$ cat config.mk
export PLATFORM = sky130hd
export DESIGN_NAME = uvp_top
export DESIGN_NICKNAME = d
export VERILOG_FILES = /design/src/hw/uvp_pkg.sv /design/src/hw/uvp_top.sv
export SDC_FILE = /design/constraint.sdc
export NUM_CORES = 2
export LEC_CHECK = 0
export BUFFER_PORTS_ARGS = -buffer_cell sky130_fd_sc_hd__buf_2
export CAP_MARGIN = 30
export CORE_ASPECT_RATIO = 0.9
export CORE_MARGIN = 8
export CORE_UTILIZATION = 52
export CTS_BUF_LIST = sky130_fd_sc_hd__clkbuf_16
export DETAILED_ROUTE_END_ITERATION = 10
export GPL_TIMING_DRIVEN = 0
export PLACE_DENSITY = 0.81
export SKIP_CTS_REPAIR_TIMING = 1
export SLEW_MARGIN = 20
export SYNTH_ARGS = -nofsm -noshare
export SYNTH_HDL_FRONTEND = slang
export SYNTH_SLANG_ARGS = --single-unit
$ cat constraint.sdc
create_clock -name pclk -period 25.7 [get_ports pclk]
set_input_delay 1.285 -clock pclk [delete_from_list [all_inputs] [get_ports pclk]]
set_output_delay 1.285 -clock pclk [all_outputs]
set_load 0.03 [all_outputs]
$ cat src/hw/uvp_pkg.sv
// Package with constants, register map and types of the undervoltage stages.
// Contract
// (RQ1) Four independent stages with own outputs.
// (RQ2) Internal low-voltage block plus external block.
// (RQ3) Uses six RMS magnitudes refreshed every 5 ms.
// (RQ4) Selector: phase-phase, phase-earth, third, fourth input.
// (RQ5) Two-line mode uses only first two channels.
// (RQ6) Third input monitored only in two-line mode.
// (RQ7) Mode On/Blocked/Test/TestBlocked/Off, gated globally.
// (RQ8) Global forcing overrides status per stage.
// (RQ9) Mode and force ignore setting group changes.
// (RQ10) Common pick-up level, pick-up below it.
// (RQ11) Release only above 103 percent of level.
// (RQ12) Pick-up level in 0.01 percent steps, default 60.
// (RQ13) Setting group change applies without restart.
// (RQ14) Block level default 10 percent, zero disables.
// (RQ15) Trip suppressed while voltage below block level.
// (RQ16) Block latched until all voltages above pick-up.
// (RQ17) Pick-up when any monitored voltage is low.
// (RQ18) External block gives blocked instead of start.
// (RQ19) Instant operation trips together with start.
// (RQ20) Inverse time: dial over one minus ratio power. Not built here: only instant trip, inverse time is left to the software timer.
package uvp_pkg;
  // Number of stages.
  localparam int NSTAGE = 4;
  // Magnitudes are in hundredths of a percent of nominal, 16 bits.
  localparam int MW = 16;
  // Refresh period of magnitudes and its cycle count at 100 MHz.
  localparam int REFRESH_MS = 5;
  localparam int CLK_MHZ = 100;
  localparam int REFRESH_CYC = REFRESH_MS * 1000 * CLK_MHZ;
  // Reset values of pick-up and block levels.
  localparam logic [MW-1:0] PICKUP_RST = 16'h1770;
  localparam logic [MW-1:0] BLOCK_RST = 16'h03E8;
  // Release hysteresis in percent of the pick-up level.
  localparam int HYST_PCT = 103;
  // Register byte offsets: global, then per stage at STG_BASE + 16*n.
  localparam logic [11:0] GLOBAL_OFS = 12'h000;
  localparam logic [11:0] CHAN_OFS = 12'h004;
  localparam logic [11:0] STG_BASE = 12'h010;
  localparam logic [11:0] STG_STRIDE = 12'h010;
  localparam logic [3:0] STG_CTRL = 4'h0;
  localparam logic [3:0] STG_LEVEL = 4'h4;
  localparam logic [3:0] STG_STAT = 4'h8;
  // Global bit positions.
  localparam int G_ALLOW_MODE = 0;
  localparam int G_FORCE_EN = 1;
  localparam int G_TWO_LINE = 2;
  // Control field positions within a stage control word.
  localparam int C_MODE_LSB = 0;
  localparam int C_FORCE_LSB = 4;
  localparam int C_SEL_LSB = 8;
  localparam int C_INSTANT = 12;
  // Measured magnitude selection.
  typedef enum logic [1:0] {
    UVP_SEL_PP, UVP_SEL_PE, UVP_SEL_THIRD, UVP_SEL_FOURTH
  } uvp_sel_t;
  // Operating modes.
  typedef enum logic [2:0] {
    UVP_MODE_ON, UVP_MODE_BLOCKED, UVP_MODE_TEST, UVP_MODE_TESTBLK,
    UVP_MODE_OFF
  } uvp_mode_t;
  // Forced status.
  typedef enum logic [1:0] {
    UVP_F_NORMAL, UVP_F_START, UVP_F_TRIP, UVP_F_BLOCKED
  } uvp_force_t;
endpackage

$ cat src/hw/uvp_top.sv
// Four-stage undervoltage protection with APB register access.
`timescale 1ns/10ps
module uvp_top #(
  // Refresh period in clock cycles; a bench may shorten it to run fast.
  parameter int TICK_CYC = uvp_pkg::REFRESH_CYC
) (
  input wire logic pclk,
  input wire logic presetn,
  input wire logic psel,
  input wire logic penable,
  input wire logic pwrite,
  input wire logic [11:0] paddr,
  input wire logic [31:0] pwdata,
  output logic [31:0] prdata,
  output logic pready,
  output logic pslverr,
  // Phase-phase magnitudes L12, L23, L31.
  input wire logic [uvp_pkg::MW-1:0] mag_pp0,
  input wire logic [uvp_pkg::MW-1:0] mag_pp1,
  input wire logic [uvp_pkg::MW-1:0] mag_pp2,
  // Phase-earth magnitudes L1, L2, L3.
  input wire logic [uvp_pkg::MW-1:0] mag_pe0,
  input wire logic [uvp_pkg::MW-1:0] mag_pe1,
  input wire logic [uvp_pkg::MW-1:0] mag_pe2,
  // Auxiliary channels three and four.
  input wire logic [uvp_pkg::MW-1:0] third_voltage_input,
  input wire logic [uvp_pkg::MW-1:0] fourth_voltage_input,
  // External block from the blocking matrix, one per stage (async pin).
  input wire logic [3:0] ext_block,
  output logic [3:0] start_o,
  output logic [3:0] trip_o,
  output logic [3:0] blocked_o
);
  // Global control word.
  logic [2:0] glob_q;
  // Per-stage control and level words (level: pick-up low, block high).
  logic [31:0] ctrl_q [4];
  logic [31:0] level_q [4];
  // Sampled magnitudes, refreshed on the fixed time base.
  logic [uvp_pkg::MW-1:0] m_q [8];
  // Refresh timer.
  logic [23:0] tick_cnt_q;
  logic tick;
  // High once the first sample set is latched; stages wait for it.
  logic primed_q;
  // Three-stage synchroniser of the external block pins.
  logic [3:0] eb_s1_q, eb_s2_q, eb_s3_q, eb_q;
  // Stage state.
  logic [3:0] pick_q, lvblk_q, start_q, trip_q, blkd_q;

  // Refresh tick every 5 ms; magnitudes are latched only on it. RQ3
  assign tick = (tick_cnt_q == 24'(TICK_CYC - 1));
  always_ff @(posedge pclk or negedge presetn) begin
    if (!presetn) begin
      tick_cnt_q <= 24'h000000;
    end else begin
      tick_cnt_q <= tick ? 24'h000000 : tick_cnt_q + 24'h000001;
    end
  end

  // The sample registers reset to zero, which reads as a dead network.
  // Evaluating that would raise start on stages at the first tick, so
  // the stages sit out the tick that brings in the first sample set.
  always_ff @(posedge pclk or negedge presetn) begin
    if (!presetn) begin
      primed_q <= 1'b0;
    end else if (tick) begin
      primed_q <= 1'b1;
    end
  end

  // Magnitude sampling; holding values between ticks keeps decisions
  // stable across one measurement period.
  always_ff @(posedge pclk or negedge presetn) begin
    if (!presetn) begin
      for (int i = 0; i < 8; i++) m_q[i] <= 16'h0000;
    end else if (tick) begin
      m_q[0] <= mag_pp0;
      m_q[1] <= mag_pp1;
      m_q[2] <= mag_pp2;
      m_q[3] <= mag_pe0;
      m_q[4] <= mag_pe1;
      m_q[5] <= mag_pe2;
      m_q[6] <= third_voltage_input;
      m_q[7] <= fourth_voltage_input;
    end
  end

  // External block synchroniser; a change counts when stages 2 and 3 agree.
  // Only the second flop reads the first, which keeps a metastable first
  // flop from ever reaching the stage logic.
  always_ff @(posedge pclk or negedge presetn) begin
    if (!presetn) begin
      eb_s1_q <= 4'h0;
      eb_s2_q <= 4'h0;
      eb_s3_q <= 4'h0;
      eb_q <= 4'h0;
    end else begin
      eb_s1_q <= ext_block;
      eb_s2_q <= eb_s1_q;
      eb_s3_q <= eb_s2_q;
      for (int i = 0; i < 4; i++) begin
        if (eb_s2_q[i] == eb_s3_q[i]) eb_q[i] <= eb_s3_q[i];
      end
    end
  end

  // APB decode: stage index and word within the stage window.
  wire logic acc = psel && penable;
  // End of the stage window, one stride past the last stage.
  wire logic [11:0] stg_end = uvp_pkg::STG_BASE +
                              12'(uvp_pkg::NSTAGE) * uvp_pkg::STG_STRIDE;
  wire logic in_stg = (paddr >= uvp_pkg::STG_BASE) &&
                      (paddr < stg_end) && (paddr[1:0] == 2'b00);
  wire logic [11:0] stg_rel = paddr - uvp_pkg::STG_BASE;
  wire logic [1:0] sidx = stg_rel[5:4];
  wire logic [3:0] sword = stg_rel[3:0];
  wire logic hit_glob = (paddr == uvp_pkg::GLOBAL_OFS);
  wire logic hit_chan = (paddr == uvp_pkg::CHAN_OFS);
  wire logic hit_ctrl = in_stg && (sword == uvp_pkg::STG_CTRL);
  wire logic hit_lvl = in_stg && (sword == uvp_pkg::STG_LEVEL);
  wire logic hit_stat = in_stg && (sword == uvp_pkg::STG_STAT);
  wire logic mapped = hit_glob || hit_chan || hit_ctrl || hit_lvl || hit_stat;
  wire logic allow_mode = glob_q[uvp_pkg::G_ALLOW_MODE];
  wire logic force_en = glob_q[uvp_pkg::G_FORCE_EN];
  wire logic two_line = glob_q[uvp_pkg::G_TWO_LINE];

  // Always ready in one access cycle; unmapped addresses get an error.
  // A write to a read-only word is dropped quietly, with no error.
  assign pready = 1'b1;
  assign pslverr = acc && !mapped;

  // Register writes. The mode field only takes a write while individual
  // mode setting is allowed. RQ7
  // Levels may be rewritten at any time and the stages use them at once,
  // with no restart of the running state. RQ13
  // Mode and force live in their own control word, so reloading the
  // level word for a new setting group never disturbs them. RQ9
  always_ff @(posedge pclk or negedge presetn) begin
    if (!presetn) begin
      glob_q <= 3'h0;
      for (int i = 0; i < 4; i++) begin
        ctrl_q[i] <= 32'h00000000;
        level_q[i] <= {uvp_pkg::BLOCK_RST, uvp_pkg::PICKUP_RST}; // RQ12 RQ14
      end
    end else if (acc && pwrite) begin
      if (hit_glob) glob_q <= pwdata[2:0];
      if (hit_lvl) level_q[sidx] <= pwdata;
      if (hit_ctrl) begin
        ctrl_q[sidx][15:4] <= pwdata[15:4];
        if (allow_mode) ctrl_q[sidx][3:0] <= pwdata[3:0]; // RQ7
      end
    end
  end

  // Read mux; magnitudes of channel 3/4 at CHAN_OFS show sampled state.
  // Read data is combinational, so the bus never needs a wait state.
  always_comb begin
    prdata = 32'h00000000;
    if (hit_glob) prdata = {29'h0, glob_q};
    else if (hit_chan) prdata = {m_q[7], m_q[6]};
    else if (hit_ctrl) prdata = {16'h0000, ctrl_q[sidx][15:0]};
    else if (hit_lvl) prdata = level_q[sidx];
    else if (hit_stat)
      prdata = {26'h0, lvblk_q[sidx], pick_q[sidx], eb_q[sidx],
                blkd_q[sidx], trip_q[sidx], start_q[sidx]};
  end

  // Per-stage evaluation, generated once for each of the four stages. RQ1
  for (genvar s = 0; s < uvp_pkg::NSTAGE; s++) begin : g_stage
    logic [uvp_pkg::MW-1:0] v0, v1, v2, pu, bl;
    logic [1:0] nv;
    logic any_low, all_rel, all_abv, any_blk;
    logic [23:0] rel_lvl;
    uvp_pkg::uvp_sel_t sel;
    uvp_pkg::uvp_mode_t mode;
    uvp_pkg::uvp_force_t frc;
    logic inst;
    logic st_d, tr_d, bk_d, pk_d, lv_d;
    assign pu = level_q[s][15:0]; // RQ10
    assign bl = level_q[s][31:16];
    assign sel = uvp_pkg::uvp_sel_t'(ctrl_q[s][uvp_pkg::C_SEL_LSB +: 2]);
    assign frc = uvp_pkg::uvp_force_t'(ctrl_q[s][uvp_pkg::C_FORCE_LSB +: 2]);
    assign inst = ctrl_q[s][uvp_pkg::C_INSTANT];
    // Release level is 103 percent of pick-up, kept at full width.
    assign rel_lvl = (24'(pu) * 24'(uvp_pkg::HYST_PCT)) / 24'd100; // RQ11

    // Monitored voltage selection and count of valid channels. RQ4
    always_comb begin
      v0 = m_q[0];
      v1 = m_q[1];
      v2 = m_q[2];
      nv = 2'd3;
      mode = uvp_pkg::UVP_MODE_OFF;
      unique case (ctrl_q[s][uvp_pkg::C_MODE_LSB +: 3])
        3'd0: mode = uvp_pkg::UVP_MODE_ON;
        3'd1: mode = uvp_pkg::UVP_MODE_BLOCKED;
        3'd2: mode = uvp_pkg::UVP_MODE_TEST;
        3'd3: mode = uvp_pkg::UVP_MODE_TESTBLK;
        default: mode = uvp_pkg::UVP_MODE_OFF;
      endcase
      unique case (sel)
        uvp_pkg::UVP_SEL_PP: begin
          nv = two_line ? 2'd2 : 2'd3; // RQ5
        end
        uvp_pkg::UVP_SEL_PE: begin
          v0 = m_q[3];
          v1 = m_q[4];
          v2 = m_q[5];
          nv = two_line ? 2'd2 : 2'd3; // RQ5
        end
        uvp_pkg::UVP_SEL_THIRD: begin
          v0 = m_q[6];
          nv = two_line ? 2'd1 : 2'd0; // RQ6
        end
        // Channel four is watched in every connection mode.
        uvp_pkg::UVP_SEL_FOURTH: begin
          v0 = m_q[7];
          nv = 2'd1; // RQ5
        end
      endcase
    end

    // Any valid channel below pick-up starts pick-up. RQ17
    assign any_low = (nv >= 2'd1 && v0 < pu) || (nv >= 2'd2 && v1 < pu) ||
                     (nv == 2'd3 && v2 < pu);
    // All valid channels above the hysteresis level release it. RQ11
    assign all_rel = (nv == 2'd0) || ((24'(v0) > rel_lvl) &&
                     (nv < 2'd2 || 24'(v1) > rel_lvl) &&
                     (nv < 2'd3 || 24'(v2) > rel_lvl));
    // All valid channels above pick-up end the low-voltage latch. RQ16
    assign all_abv = (nv == 2'd0) || ((v0 > pu) && (nv < 2'd2 || v1 > pu) &&
                     (nv < 2'd3 || v2 > pu));
    // Zero block level disables the internal block. RQ14
    assign any_blk = (bl != 16'h0000) && (nv != 2'd0) &&
                     ((v0 < bl) || (nv >= 2'd2 && v1 < bl) ||
                      (nv == 2'd3 && v2 < bl)); // RQ2

    // Next stage state. Only instant timing is built here: trip follows
    // start in the same cycle. Inverse time needs a root/division unit
    // and stays with the software timer, flagged by the instant bit.
    always_comb begin
      pk_d = pick_q[s] ? !all_rel : any_low; // RQ10 RQ11
      lv_d = lvblk_q[s] ? !all_abv : any_blk; // RQ16
      st_d = 1'b0;
      tr_d = 1'b0;
      bk_d = 1'b0;
      // Test mode runs exactly like On; the test flag only matters to the
      // event logic outside this block.
      if (mode != uvp_pkg::UVP_MODE_OFF && pk_d) begin
        if (eb_q[s] || mode == uvp_pkg::UVP_MODE_BLOCKED ||
            mode == uvp_pkg::UVP_MODE_TESTBLK) begin
          bk_d = 1'b1; // RQ18 RQ2
        end else begin
          st_d = 1'b1;
          tr_d = inst && !lv_d; // RQ19 RQ15 RQ20
        end
      end
      // Forcing wins over the measured state but leaves the pick-up and
      // low-voltage latches running, so ending it shows the true state.
      if (force_en) begin
        unique case (frc)
          uvp_pkg::UVP_F_NORMAL: ;
          uvp_pkg::UVP_F_START: begin
            st_d = 1'b1;
            tr_d = 1'b0;
            bk_d = 1'b0;
          end
          uvp_pkg::UVP_F_TRIP: begin
            st_d = 1'b1;
            tr_d = 1'b1;
            bk_d = 1'b0;
          end
          uvp_pkg::UVP_F_BLOCKED: begin
            st_d = 1'b0;
            tr_d = 1'b0;
            bk_d = 1'b1;
          end
        endcase // RQ8
      end
    end

    // Stage state is re-evaluated on each refresh tick after the first, like one cycle
    // of the protection program.
    always_ff @(posedge pclk or negedge presetn) begin
      if (!presetn) begin
        pick_q[s] <= 1'b0;
        lvblk_q[s] <= 1'b0;
        start_q[s] <= 1'b0;
        trip_q[s] <= 1'b0;
        blkd_q[s] <= 1'b0;
      end else if (tick && primed_q) begin
        pick_q[s] <= pk_d;
        lvblk_q[s] <= lv_d;
        start_q[s] <= st_d;
        trip_q[s] <= tr_d;
        blkd_q[s] <= bk_d;
      end
    end
  end

  // Outputs come straight from the stage registers, so they change only
  // on a refresh tick.
  assign start_o = start_q;
  assign trip_o = trip_q;
  assign blocked_o = blkd_q;
endmodule

==> metrics.txt <==
outcome finished clean; Root Driver clkbuf_16; Compound-Gate Fraction of Synth Area a little under a quarter; Crit Path Category reg2reg; setup TNS 0 ps; Leakage between 30 and 40 nW; die width roughly 370 microns; asr flop ratio synth 100.0%; 1st-iter DRT viols a little over 7000; Syn Area/Cell approximately 8.8 sq um; Critical Path AT about 22000 ps; crit share post-route 82.69%; # port buffers between 200 and 250; crit path max fanout 11; RSZ-0062 raised after global routing no; PwrDens 160.5 nW/um^2; mux share of post-synthesis cell area between 10% and 20%; R2R cell count 73; Post-Syn Instances around 6500; CP max stage delay about 900 ps; Final Hold Viols 0; ys flop type dfrtp_1; number of buffers created by CTS 43; Critical path origin g_stage[0].pu[14]$_DFFE_PN0P_; area occupied by multi-input gates between 40000 and 50000 sq um; Flop pwr share a little over 6%; count of cell types in the netlist about 150; worst slew pin tran about 1200 ps; htree depth 2; Max Freq roughly 47 MHz; Layout Nets 7917; register area 9674 sq um; Worst setup EP type register; commonest non-fill, non-tap cells in the layout ha_1 (825), inv_1 (502), o21ai_0 (454), nand2_1 (426), a21oi_1 (406); Logic pwr share 87.4%; routed vias about 57000; clock buffer depth 3; sequential fraction of the synthesis area roughly 17%; sw frac about 57%; Post-Layout Cell Count slightly above 8000; Core Area roughly 110000 sq um; residual DRC count 0; Slew HR 21.28%; Routed WL between 200 and 250 mm; commonest non-fill, non-tap cell in the layout ha_1; fillers slightly below 10000; dpl hpwl 191.1 mm; r2r endpoint trip_o[0]$_DFFE_PN0P_; minimum clock period after layout around 21000 ps; post-synthesis simple-gate area fraction ~16%; die area between 100000 and 150000 sq um; Starting Density a little over half; largest net degree at the start of global routing just over 90; DP Cell Count 8196; row count 115; syn_nets roughly 7600; CTS tree yes; antenna violations before repair 20; Max Cap Viol 0; Peak VDD IR ~0.00091 V; Synth Area in Adders a little under a quarter; grt ovf 0; Die Ht about 330 microns; IO Pins ~230; Clk network pwr share between 6 and 7%; GPL Wtd Cong between 1 and 1.5; Synth Area in XOR/XNOR 3.468%; Hold Crit Class reg2reg; Sink Count around 380; antenna-violating nets left 0; flops & latches, synth 384; final core utilization between 50% and 60%; DRT Pass-1 Iters 9; Hold Path Origin eb_s1_q[1]$_DFF_PN0_; Ys Warns 0; WHS 351.6 ps; number of synthesized flops with an enable pin 0; P_int about 4.3 mW; Reg clk slew, reported paths ~70 ps; first-pass GRT wire length ~340 mm; Pins Over Slew Limit 0; Setup crit end trip_o[0]$_DFFE_PN0P_; Worst Path Required around 26000 ps; Worst Skew 39.22 ps; Slowest-stage cell, CP a21oi_1; P&R area growth vs syn 8.143%; Crit path top cell by count a21oi_1; Worst Setup Start Kind register; Worst R2R Setup Slack roughly 4400 ps; number of global-route vias before repair approximately 52000; largest family of logic cells by synthesized area compound AO/OA/AOI/OAI gates; drt wl/cell approximately 28 microns; Skew-Pair Late Insertion Delay 640 ps; P_sw 5.626 mW; final setup fails 0; vias per cell 6.821; Worst R2R Start g_stage[0].pu[14]$_DFFE_PN0P_; share of layout cells above drive strength 1 15.37%; GRT Total Usage a little under two fifths; Mapped Area ~57000 sq um
-- registers in the layout (all words and copies together) (netlist names), 24 cells and up --
register	count
m_q	128
g_stage.bl	64
ctrl_q	64
tick_cnt_q	24
g_stage.pu	64
-- through the flow --
stage	total power, mW	setup WS, ps	area (sq um)
CTS	9.624	4966	61610
global placement	8.588	4846	59960
global route	10.75	3247	61640
finish	9.902	4448	61680
detailed placement	8.921	5001	60190
floorplan	7.030	9906	57030
-- critical path, delay by kind of cell (launching register included) --
kind / cells / cell delay [ps]
XOR/XNOR: 3 / 850
AO/OA/AOI/OAI: 41 / 12250
flip-flops: 1 / 540
adder cells (fa/ha/maj): 6 / 2320
AND/OR/NAND/NOR: 16 / 3020
buffers and inverters: 5 / 1140
multiplexers: 2 / 970
-- cell families (layout without fill, tap and decap cells) --
logic type / after synthesis / in the layout
AO/OA/AOI/OAI: 1950 / 1950
XOR/XNOR: 214 / 214
adder cells (fa/ha/maj): 972 / 972
buffers and inverters: 715 / 1031
flip-flops: 384 / 384
multiplexers: 514 / 514
other: 1 / 16
AND/OR/NAND/NOR: 1752 / 1752
-- synthesized netlist by cell type (all sizes together) (85+ instances only) --
library cell  count  area, sq um
a21oi           419         2168
xnor2           128         1174
mux2            340         3836
a21o            156         1174
nor3            116        611.8
nand2           428         1612
fa              128         2562
clkbuf          154        579.3
a211oi           87        725.7
inv             502         1884
ha              825        10320
mux4            118         2658
nor2            335         1267
nand2b          145        907.1
dfrtp           332         8308
nor2b           162         1021
xor2             85        782.0
nand3           126        640.6
o21ai           508         2580
nand4           125        788.3
-- area by class of cell --
cell class	count	share of cell area (%)
Inverter	502	3.055
Clock buffer	43	1.745
Tap cell	1462	2.966
Multi-Input combinational cell	5403	72.28
Antenna cell	15	0.06086
Buffer	213	1.465
Clock inverter	37	0.5558
Sequential cell	384	15.69
Timing Repair Buffer	236	2.193
-- routing by layer --
layer	up-vias	global-route usage (%)	wire (microns)
met1	27444	50.19	94620
met5	-	0	143
met3	679	10.28	27780
met4	14	17.03	13490
met2	3358	54.78	96930
li1	25087	-	-
-- worst min-delay path by stage --
stage	cells after the start	slack, ps	to
finish	0	350	eb_s2_q[1]$_DFF_PN0_
floorplan	0	330	eb_s2_q[0]$_DFF_PN0_
global placement	0	340	eb_s2_q[1]$_DFF_PN0_
global route	0	370	eb_s2_q[0]$_DFF_PN0_
detailed placement	0	330	eb_s2_q[0]$_DFF_PN0_
CTS	0	360	eb_s2_q[1]$_DFF_PN0_
-- power groups by stage --
stage	clock (mW)	sequential, mW	combinational [mW]
3_5_place_dp	0	0.619	8.30
3_3_place_gp	0	0.619	7.97
6_report	0.643	0.608	8.65
4_1_cts	0.645	0.608	8.37
5_1_grt	0.667	0.608	9.47
2_1_floorplan	0	0.619	6.41
Power figures use the tool's default switching activity.
